[src/design/utr_cfg.svh]
// Register offsets, field positions, reset values and codes of the UART datapath
`ifndef UTR_CFG_SVH
`define UTR_CFG_SVH

// ----------------------------------------------------------------------------
// Register offsets
// ----------------------------------------------------------------------------
`define UTR_ADDR_W 3
`define UTR_OFF_MODE 3'h0
`define UTR_OFF_RXERR 3'h1
`define UTR_OFF_TXSTAT 3'h2
`define UTR_OFF_TXBUF 3'h3
`define UTR_OFF_RXBUF 3'h4
`define UTR_OFF_BAUD 3'h5

// ----------------------------------------------------------------------------
// Mode register fields
// ----------------------------------------------------------------------------
`define UTR_MODE_POWER 7
`define UTR_MODE_TXE 6
`define UTR_MODE_RXE 5
`define UTR_MODE_PS_HI 4
`define UTR_MODE_PS_LO 3
`define UTR_MODE_CL 2
`define UTR_MODE_SL 1
`define UTR_MODE_ISRM 0

// ----------------------------------------------------------------------------
// Parity codes
// ----------------------------------------------------------------------------
`define UTR_PAR_NONE 2'h0
`define UTR_PAR_ZERO 2'h1
`define UTR_PAR_ODD 2'h2
`define UTR_PAR_EVEN 2'h3

// ----------------------------------------------------------------------------
// Status fields
// ----------------------------------------------------------------------------
`define UTR_ERR_OVE 0
`define UTR_ERR_PE 1
`define UTR_ERR_FE 2
`define UTR_TXST_TBF 1
`define UTR_TXST_TSF 0

// ----------------------------------------------------------------------------
// Reset values
// ----------------------------------------------------------------------------
`define UTR_MODE_RST 8'h01
`define UTR_RXBUF_RST 8'hFF
`define UTR_BAUD_RST 8'h10
`define UTR_SYNC_RST 1'h1

`endif

[src/design/utr_pkg.sv]
// Types shared by the UART datapath files
package utr_pkg;
  typedef enum logic [0:0] {TX_IDLE, TX_SHIFT} utr_tx_state_t;
  typedef enum logic [1:0] {RX_IDLE, RX_START, RX_DATA} utr_rx_state_t;
endpackage

[src/design/utr_datapath.sv]
// UART transmit and receive datapath with its register port
//
// Local design decisions: the register addresses and the address-and-strobe port.
`timescale 1ns/10ps
`default_nettype none
`include "utr_cfg.svh"

// Contract
// - Zero parity: send parity bit 0, never flag parity error on receive.
// - No parity: no parity bit sent or expected, no parity error.
// - With power enabled the serial output idles high before transmit enable.
// - Power plus transmit enable lets a buffer write start a frame.
// - Buffer moves to shift register; start, parity, stop bits added automatically.
// - Transmit done interrupt right after the last stop bit, one or two stops.
// - With nothing pending the transmitter stays idle until the next write.
// - Next byte accepted once shifting starts; frames follow without gaps.
// - Status bit 1 buffer full: 0 writable, 1 write not allowed; the code still takes a write when full, overwriting the pending byte.
// - Status bit 0 shift busy: 1 during transmission, 0 when done.
// - Continuous transmission steps flags 10, 11, 01; judge by full flag.
// - Receiver samples input only with power and receive enable set.
// - Falling edge starts counter; after divisor count, low confirms start bit.
// - Data shifted in at baud rate; stop bit copies buffer, raises done.
// - Overrun sets its flag and leaves the receive buffer unchanged.
// - Parity error keeps receiving to stop bit; interrupt at frame end.
// - Receiver checks one stop bit only; a second one is ignored.
// - Power off: output held high, input treated as constant high.
// - Frame: start, 7 or 8 data bits, optional parity, 1 or 2 stops.
// - Even parity: odd count of ones in data plus parity is an error.
module utr_datapath (
  input wire logic clk_in,
  input wire logic srst_in,
  input wire logic [`UTR_ADDR_W-1:0] addr_in,
  input wire logic [7:0] wr_data_in,
  input wire logic wr_en_in,
  input wire logic rd_en_in,
  output logic [7:0] rd_data_out,
  input wire logic serial_in_pin_in,
  output logic serial_out_pin_out,
  output logic transmit_done_irq_out,
  output logic receive_done_irq_out,
  output logic receive_error_irq_out
);
  // --------------------------------------------------------------------------
  // Registers and decodes
  // --------------------------------------------------------------------------
  logic [7:0] uart_mode_reg;
  logic [7:0] baud_divisor_reg;
  logic [2:0] rx_err_reg;
  logic [7:0] receive_buffer_reg;
  logic rxbuf_full_reg;
  logic [7:0] transmit_buffer_reg;
  logic tx_buffer_full_reg;
  logic tx_shift_busy_reg;
  utr_pkg::utr_tx_state_t tx_state_reg;
  logic [11:0] tx_shift_reg;
  logic [3:0] tx_left_reg;
  logic [8:0] tx_cnt_reg;
  utr_pkg::utr_rx_state_t rx_state_reg;
  logic [8:0] rx_cnt_reg;
  logic [3:0] rx_idx_reg;
  logic [9:0] rx_shift_reg;
  logic rx_prev_reg;
  logic rx_sync;
  logic power;
  logic tx_on;
  logic rx_on;
  logic [1:0] par_mode;
  logic has_par;
  logic char8;
  logic [8:0] bit_period;
  logic rx_level;
  logic tx_wr;
  logic err_rd;
  logic rxbuf_rd;

  assign power = uart_mode_reg[`UTR_MODE_POWER];
  assign tx_on = power & uart_mode_reg[`UTR_MODE_TXE];
  assign rx_on = power & uart_mode_reg[`UTR_MODE_RXE];
  assign par_mode = uart_mode_reg[`UTR_MODE_PS_HI:`UTR_MODE_PS_LO];
  assign has_par = (par_mode != `UTR_PAR_NONE);
  assign char8 = uart_mode_reg[`UTR_MODE_CL];
  // One bit lasts twice the divisor, so the divisor count lands mid-bit
  assign bit_period = {baud_divisor_reg, 1'b0};
  assign rx_level = power ? rx_sync : 1'b1;
  assign tx_wr = wr_en_in & (addr_in == `UTR_OFF_TXBUF) & tx_on;
  assign err_rd = rd_en_in & (addr_in == `UTR_OFF_RXERR);
  assign rxbuf_rd = rd_en_in & (addr_in == `UTR_OFF_RXBUF);

  // Input pin synchroniser
  utr_sync3 u_rx_sync (
    .clk_in(clk_in),
    .srst_in(srst_in),
    .async_in(serial_in_pin_in),
    .sync_out(rx_sync)
  );

  // --------------------------------------------------------------------------
  // Register port
  // --------------------------------------------------------------------------
  // Software-writable configuration
  always_ff @(posedge clk_in)
  begin
    if (srst_in)
    begin
      uart_mode_reg <= `UTR_MODE_RST;
      baud_divisor_reg <= `UTR_BAUD_RST;
    end
    else if (wr_en_in)
    begin
      if (addr_in == `UTR_OFF_MODE)
      begin
        uart_mode_reg <= wr_data_in;
      end
      else if (addr_in == `UTR_OFF_BAUD)
      begin
        baud_divisor_reg <= wr_data_in;
      end
    end
  end

  // Read data one cycle after the strobe; unmapped offsets read zero
  always_ff @(posedge clk_in)
  begin
    if (srst_in)
    begin
      rd_data_out <= 8'h00;
    end
    else if (rd_en_in)
    begin
      if (addr_in == `UTR_OFF_MODE)
      begin
        rd_data_out <= uart_mode_reg;
      end
      else if (addr_in == `UTR_OFF_RXERR)
      begin
        rd_data_out <= {5'h00, rx_err_reg};
      end
      else if (addr_in == `UTR_OFF_TXSTAT)
      begin
        rd_data_out <= {6'h00, tx_buffer_full_reg, tx_shift_busy_reg};
      end
      else if (addr_in == `UTR_OFF_TXBUF)
      begin
        rd_data_out <= transmit_buffer_reg;
      end
      else if (addr_in == `UTR_OFF_RXBUF)
      begin
        rd_data_out <= receive_buffer_reg;
      end
      else if (addr_in == `UTR_OFF_BAUD)
      begin
        rd_data_out <= baud_divisor_reg;
      end
      else
      begin
        rd_data_out <= 8'h00;
      end
    end
  end

  // --------------------------------------------------------------------------
  // Transmitter
  // --------------------------------------------------------------------------
  logic [11:0] tx_frame_next;
  logic [3:0] tx_len;
  logic tx_par_bit;
  logic tx_last_tick;
  logic tx_load;

  // Frame image, LSB goes out first; unused top bits stay high as stops
  always_comb
  begin
    if (par_mode == `UTR_PAR_EVEN)
    begin
      tx_par_bit = char8 ? ^transmit_buffer_reg : ^transmit_buffer_reg[6:0];
    end
    else if (par_mode == `UTR_PAR_ODD)
    begin
      tx_par_bit = char8 ? ~^transmit_buffer_reg : ~^transmit_buffer_reg[6:0];
    end
    else
    begin
      tx_par_bit = 1'b0;
    end
    tx_frame_next = char8 ? {3'h7, transmit_buffer_reg, 1'b0} : {4'hF, transmit_buffer_reg[6:0], 1'b0};
    if (has_par)
    begin
      if (char8)
      begin
        tx_frame_next[9] = tx_par_bit;
      end
      else
      begin
        tx_frame_next[8] = tx_par_bit;
      end
    end
    tx_len = 4'h1 + (char8 ? 4'h8 : 4'h7) + {3'h0, has_par} + (uart_mode_reg[`UTR_MODE_SL] ? 4'h2 : 4'h1);
  end

  assign tx_last_tick = (tx_state_reg == utr_pkg::TX_SHIFT) && (tx_cnt_reg <= 9'h001) && (tx_left_reg == 4'h1);
  assign tx_load = tx_buffer_full_reg && ((tx_state_reg == utr_pkg::TX_IDLE) || tx_last_tick);

  // Transmit buffer holds the written byte
  always_ff @(posedge clk_in)
  begin
    if (srst_in)
    begin
      transmit_buffer_reg <= 8'h00;
    end
    else if (tx_wr)
    begin
      transmit_buffer_reg <= wr_data_in;
    end
  end

  // Buffer-full flag; a write in the load cycle keeps it set
  always_ff @(posedge clk_in)
  begin
    if (srst_in || !tx_on)
    begin
      tx_buffer_full_reg <= 1'b0;
    end
    else if (tx_wr)
    begin
      tx_buffer_full_reg <= 1'b1;
    end
    else if (tx_load)
    begin
      tx_buffer_full_reg <= 1'b0;
    end
  end

  // Shift engine; clearing enable or power resets it and idles the pin high
  always_ff @(posedge clk_in)
  begin
    if (srst_in || !tx_on)
    begin
      tx_state_reg <= utr_pkg::TX_IDLE;
      tx_shift_reg <= 12'hFFF;
      tx_left_reg <= 4'h0;
      tx_cnt_reg <= 9'h000;
      tx_shift_busy_reg <= 1'b0;
      serial_out_pin_out <= 1'b1;
      transmit_done_irq_out <= 1'b0;
    end
    else
    begin
      transmit_done_irq_out <= tx_last_tick;
      if (tx_load)
      begin
        tx_state_reg <= utr_pkg::TX_SHIFT;
        tx_shift_reg <= tx_frame_next;
        serial_out_pin_out <= tx_frame_next[0];
        tx_left_reg <= tx_len;
        tx_cnt_reg <= bit_period;
        tx_shift_busy_reg <= 1'b1;
      end
      else if (tx_last_tick)
      begin
        tx_state_reg <= utr_pkg::TX_IDLE;
        tx_shift_busy_reg <= 1'b0;
        serial_out_pin_out <= 1'b1;
        tx_left_reg <= 4'h0;
      end
      else if (tx_state_reg == utr_pkg::TX_SHIFT)
      begin
        if (tx_cnt_reg <= 9'h001)
        begin
          tx_shift_reg <= {1'b1, tx_shift_reg[11:1]};
          serial_out_pin_out <= tx_shift_reg[1];
          tx_left_reg <= tx_left_reg - 4'h1;
          tx_cnt_reg <= bit_period;
        end
        else
        begin
          tx_cnt_reg <= tx_cnt_reg - 9'h001;
        end
      end
    end
  end

  // --------------------------------------------------------------------------
  // Receiver
  // --------------------------------------------------------------------------
  logic [3:0] rx_stop_idx;
  logic rx_fin;
  logic [7:0] rx_data;
  logic rx_par;
  logic rx_pe;
  logic rx_fe;
  logic rx_ove;

  // Only one stop position is sampled, whatever the stop length
  assign rx_stop_idx = (char8 ? 4'h8 : 4'h7) + {3'h0, has_par};
  assign rx_fin = (rx_state_reg == utr_pkg::RX_DATA) && (rx_cnt_reg <= 9'h001) && (rx_idx_reg == rx_stop_idx);
  assign rx_data = char8 ? rx_shift_reg[7:0] : {1'b0, rx_shift_reg[6:0]};
  assign rx_par = char8 ? rx_shift_reg[8] : rx_shift_reg[7];
  // Zero and no parity never flag; even and odd check the full count
  assign rx_pe = ((par_mode == `UTR_PAR_EVEN) && (^{rx_data, rx_par})) ||
                 ((par_mode == `UTR_PAR_ODD) && !(^{rx_data, rx_par}));
  assign rx_fe = !rx_level;
  assign rx_ove = rxbuf_full_reg;

  // Edge history of the filtered input
  always_ff @(posedge clk_in)
  begin
    if (srst_in)
    begin
      rx_prev_reg <= 1'b1;
    end
    else
    begin
      rx_prev_reg <= rx_level;
    end
  end

  // Start detection and bit sampling
  always_ff @(posedge clk_in)
  begin
    if (srst_in || !rx_on)
    begin
      rx_state_reg <= utr_pkg::RX_IDLE;
      rx_cnt_reg <= 9'h000;
      rx_idx_reg <= 4'h0;
      rx_shift_reg <= 10'h000;
      receive_done_irq_out <= 1'b0;
      receive_error_irq_out <= 1'b0;
    end
    else
    begin
      // Errors wait until the stop position, then one interrupt per frame
      receive_done_irq_out <= rx_fin && (uart_mode_reg[`UTR_MODE_ISRM] || !(rx_pe || rx_fe || rx_ove));
      receive_error_irq_out <= rx_fin && !uart_mode_reg[`UTR_MODE_ISRM] && (rx_pe || rx_fe || rx_ove);
      case (rx_state_reg)
        utr_pkg::RX_IDLE:
        begin
          if (rx_prev_reg && !rx_level)
          begin
            rx_state_reg <= utr_pkg::RX_START;
            rx_cnt_reg <= {1'b0, baud_divisor_reg};
          end
        end
        utr_pkg::RX_START:
        begin
          if (rx_cnt_reg <= 9'h001)
          begin
            rx_state_reg <= rx_level ? utr_pkg::RX_IDLE : utr_pkg::RX_DATA;
            rx_cnt_reg <= bit_period;
            rx_idx_reg <= 4'h0;
          end
          else
          begin
            rx_cnt_reg <= rx_cnt_reg - 9'h001;
          end
        end
        utr_pkg::RX_DATA:
        begin
          if (rx_cnt_reg <= 9'h001)
          begin
            rx_shift_reg[rx_idx_reg] <= rx_level;
            rx_cnt_reg <= bit_period;
            rx_idx_reg <= rx_idx_reg + 4'h1;
            if (rx_fin)
            begin
              rx_state_reg <= utr_pkg::RX_IDLE;
            end
          end
          else
          begin
            rx_cnt_reg <= rx_cnt_reg - 9'h001;
          end
        end
        default:
        begin
          rx_state_reg <= utr_pkg::RX_IDLE;
        end
      endcase
    end
  end

  // Receive buffer; an overrun keeps the old byte
  always_ff @(posedge clk_in)
  begin
    if (srst_in || !power)
    begin
      receive_buffer_reg <= `UTR_RXBUF_RST;
      rxbuf_full_reg <= 1'b0;
    end
    else if (rx_fin && !rx_ove)
    begin
      receive_buffer_reg <= rx_data;
      rxbuf_full_reg <= 1'b1;
    end
    else if (rxbuf_rd)
    begin
      rxbuf_full_reg <= 1'b0;
    end
  end

  // Error status clears on read; a new error in that cycle survives
  always_ff @(posedge clk_in)
  begin
    if (srst_in || !power)
    begin
      rx_err_reg <= 3'h0;
    end
    else
    begin
      rx_err_reg <= (err_rd ? 3'h0 : rx_err_reg) | (rx_fin ? {rx_fe, rx_pe, rx_ove} : 3'h0);
    end
  end
endmodule
`default_nettype wire

[src/design/utr_sync3.sv]
// Three-stage input synchroniser with agreement filter
`timescale 1ns/10ps
`default_nettype none
`include "utr_cfg.svh"

module utr_sync3 (
  input wire logic clk_in,
  input wire logic srst_in,
  input wire logic async_in,
  output logic sync_out
);
  logic s1_reg;
  logic s2_reg;
  logic s3_reg;

  // Chain plus filter; the first stage feeds only the second
  always_ff @(posedge clk_in)
  begin
    if (srst_in)
    begin
      s1_reg <= `UTR_SYNC_RST;
      s2_reg <= `UTR_SYNC_RST;
      s3_reg <= `UTR_SYNC_RST;
      sync_out <= `UTR_SYNC_RST;
    end
    else
    begin
      s1_reg <= async_in;
      s2_reg <= s1_reg;
      s3_reg <= s2_reg;
      if (s2_reg == s3_reg)
      begin
        sync_out <= s3_reg;
      end
    end
  end
endmodule
`default_nettype wire

[config.mk]
export PLATFORM = sky130hd
export DESIGN_NAME = utr_datapath
export DESIGN_NICKNAME = d
export VERILOG_FILES = /design/src/design/utr_pkg.sv /design/src/design/utr_datapath.sv /design/src/design/utr_sync3.sv
export VERILOG_INCLUDE_DIRS = /design/src /design/src/design
export SDC_FILE = /design/constraint.sdc
export NUM_CORES = 1
export LEC_CHECK = 0
export BUFFER_PORTS_ARGS = -buffer_cell sky130_fd_sc_hd__buf_4
export CORE_MARGIN = 3
export CORE_UTILIZATION = 60
export CTS_CLUSTER_DIAMETER = 150
export DETAILED_ROUTE_END_ITERATION = 6
export PLACE_DENSITY = 0.77
export SLEW_MARGIN = 10
export SYNTH_ARGS = -nofsm -noshare
export SYNTH_HDL_FRONTEND = slang
export SYNTH_SLANG_ARGS = --single-unit
[constraint.sdc]
create_clock -name clk_in -period 6.2 [get_ports clk_in]
set_input_delay 1.24 -clock clk_in [delete_from_list [all_inputs] [get_ports clk_in]]
set_output_delay 1.24 -clock clk_in [all_outputs]
set_load 0.01 [all_outputs]
==> impl_metrics.json <==
{
  "skew_ps": 11.2,
  "leakagePower_nw": 1.99,
  "drtPass1Iterations": 5,
  "synth.top_cell.area_share_pct": 38.0,
  "ant_nets": 0,
  "worst_slack_ps": 3070,
  "hold_violations": 0,
  "clkTransAtPathRegs_ps": 100,
  "cts_tree": "yes",
  "h-tree-depth": 3,
  "die_h_um": 100,
  "start_kind": "input pin",
  "critical_path_required_ps": 6450,
  "syn_nets": 658,
  "diodes": 0,
  "ys.flop_type": "dfxtp_1",
  "clkSinkCount": 101,
  "routed_wl_mm": 12.9,
  "drv_slew": 0,
  "synth.distinct_cells": 66,
  "grt_pass1_vias": 4528,
  "synth_area_sq_um": 5320,
  "gp_congestion": 0.886,
  "cts_root_buf": "clkbuf_8",
  "drive_above_1_share_pct": 11.2,
  "fmaxAchievable_mhz": 319,
  "ys_warn_count": 0,
  "dieArea_sq_um": 10000,
  "overflow": 0,
  "wl_per_cell_um": 17.5,
  "areaGrowthSynthToFinish_pct": 7.84,
  "n_fill_cell": 714,
  "ys_seq_area_share_pct": 38.0,
  "crit_type": "input pin to flip-flop",
  "tns_ps": 0,
  "route.vias.total": 4617,
  "regArea_sq_um": 2020,
  "period_share_pct": 50.5,
  "status": "completed",
  "async_flop_share_pct": 0,
  "min_path_type": "flip-flop to flip-flop",
  "slew_headroom_pct": 37.9,
  "dieWidth_um": 100,
  "synth_edf_count": 0,
  "fin_crit_ps": 3130,
  "antenna_found_initial": 0,
  "grt_pass1_wl_mm": 21.9,
  "multiInputGateArea_sq_um": 3100,
  "start_util_pct": 63.1,
  "p_per_area_nw_per_um2": 193,
  "setup_viol": 0,
  "dp_hpwl_mm": 9.30,
  "worstMarginPinSlew_ps": 925,
  "synthCells": 620,
  "critPathCaptureType": "flip-flop",
  "yosysTopAreaCell": "dfxtp_1",
  "hold_buffers": 0,
  "drc": 0,
  "cts_buffers": 9,
  "vdd_drop_max_uv": 135,
  "critPathMaxFanout": 39,
  "grt_max_degree": 40,
  "netlist_top_cells_area": "dfxtp_1, mux2i_1, nand2_1",
  "finalNetCount": 668,
  "drtIter0Drc": 339,
  "portBuffers": 27,
  "pin_count": 28,
  "synth_seq_cells": 101,
  "vias_per_cell": 6.25,
  "core_sq_um": 8420,
  "cts_buffer_depth": 2,
  "worst_skew_pair.late_latency_ps": 370,
  "crit_arrival_ps": 3380,
  "avgSynthCellArea_sq_um": 8.57,
  "cts_setup_buffers": 0,
  "grt_use_total_pct": 26.9,
  "placed_area_sq_um": 5550,
  "drv_cap": 0,
  "cts_resized": 0,
  "final_cell_area_sq_um": 5730,
  "rows": 33,
  "rsz0062_at_grt": "false",
  "dp_slack_ps": 2710
}
-- layout make-up --
cell class | count | area share [%]
Multi-Input combinational cell | 464 | 54.0
Sequential cell | 101 | 35.3
Timing Repair Buffer | 29 | 3.80
Tap cell | 105 | 2.29
Clock buffer | 9 | 2.16
Inverter | 25 | 1.64
Clock inverter | 6 | 0.830
-- metal layers --
layer  GRT usage (%)  up-vias  wire [um]
li1                -     2230          -
met1            37.7     2186       5830
met2            43.5      178       6050
met3            3.20       23        819
met4            8.50        0        240
met5               0        -          0
-- cells in the mapped netlist (2+ instances only) --
| library cell | instances |
|---|---|
| a211oi_1 | 5 |
| a21o_1 | 3 |
| a21oi_1 | 41 |
| a221oi_1 | 8 |
| a22oi_1 | 10 |
| a311oi_1 | 2 |
| a31o_2 | 2 |
| a31oi_1 | 8 |
| a32oi_1 | 4 |
| and2_1 | 6 |
| and3_1 | 4 |
| buf_2 | 5 |
| clkbuf_1 | 24 |
| dfxtp_1 | 101 |
| ha_1 | 21 |
| inv_1 | 25 |
| mux2_2 | 2 |
| mux2i_1 | 36 |
| mux4_2 | 3 |
| nand2_1 | 74 |
| nand2b_1 | 7 |
| nand3_1 | 16 |
| nand3b_1 | 6 |
| nor2_1 | 69 |
| nor2b_1 | 6 |
| nor3_1 | 14 |
| nor3b_1 | 5 |
| nor3b_2 | 4 |
| nor4_1 | 5 |
| o211ai_1 | 4 |
| o21ai_0 | 27 |
| o21bai_1 | 3 |
| o221ai_1 | 13 |
| o31a_1 | 2 |
| or2_2 | 3 |
| or3_1 | 2 |
| xnor2_1 | 15 |
| xnor3_1 | 2 |
| xor2_1 | 6 |
-- worst paths after layout --
kind	start	endpoint	slack (ps)	cells after the start
worst max register to register	uart_mode_reg[2]	receive_buffer_reg[1]	3450	7
worst min-delay path	u_rx_sync.s1_reg	u_rx_sync.s2_reg	430	1
worst max-delay path	srst_in	tx_shift_reg[8]	3070	5
worst min register to register	u_rx_sync.s1_reg	u_rx_sync.s2_reg	430	1
-- stage by stage --
stage	power [mW]	cells	util, %	hold WS (ps)
after global placement	0.732	724	65.9	403
final	1.11	739	68.0	433
after floorplan	0.709	620	-	389
after detailed placement	0.734	724	65.9	405
after CTS	1.11	739	67.9	431
after global routing	1.14	739	68.0	454
-- placed cells by master, fill, tap and decap left out, types with 4 or more instances in the layout --
cell      instances
a32oi_1           4
dfxtp_1         101
nand2_1          74
mux2i_1          36
and2_1            6
inv_1            25
nor3_1           14
a221oi_1          8
nand3b_1          6
nor3b_2           4
ha_1             21
o211ai_1          4
a31oi_1           8
a211oi_1          5
o21ai_0          27
o221ai_1         13
nand2b_1          7
nor2b_1           6
nor4_1            4
and3_1            4
nor2_1           69
nor3b_1           5
nand3_1          16
xnor2_1          15
a22oi_1          10
xor2_1            6
clkbuf_8          9
buf_4            29
a21oi_1          41
-- cells by family after synthesis --
| family | share of synthesized area, % |
|---|---|
| AND/OR/NAND/NOR | 21.7 |
| AO/OA/AOI/OAI | 18.2 |
| flip-flops | 38.0 |
| buffers and inverters | 4.00 |
| multiplexers | 8.47 |
| XOR/XNOR | 4.31 |
| adder cells (fa/ha/maj) | 5.32 |
-- critical path: stages --
cell	delay (ps)
buf_4	230
nor2b_1	650
nand2_1	670
a221oi_1	420
o311ai_1	150
-- where the power goes --
group / switching (mW) / total [mW] / internal (mW)
Combinational: 0.0310 / 0.0574 / 0.0264
Clock: 0.239 / 0.387 / 0.147
Sequential: 0.00746 / 0.662 / 0.655
Total: 0.278 / 1.11 / 0.828
No activity file was read; power rests on OpenSTA's default activity.
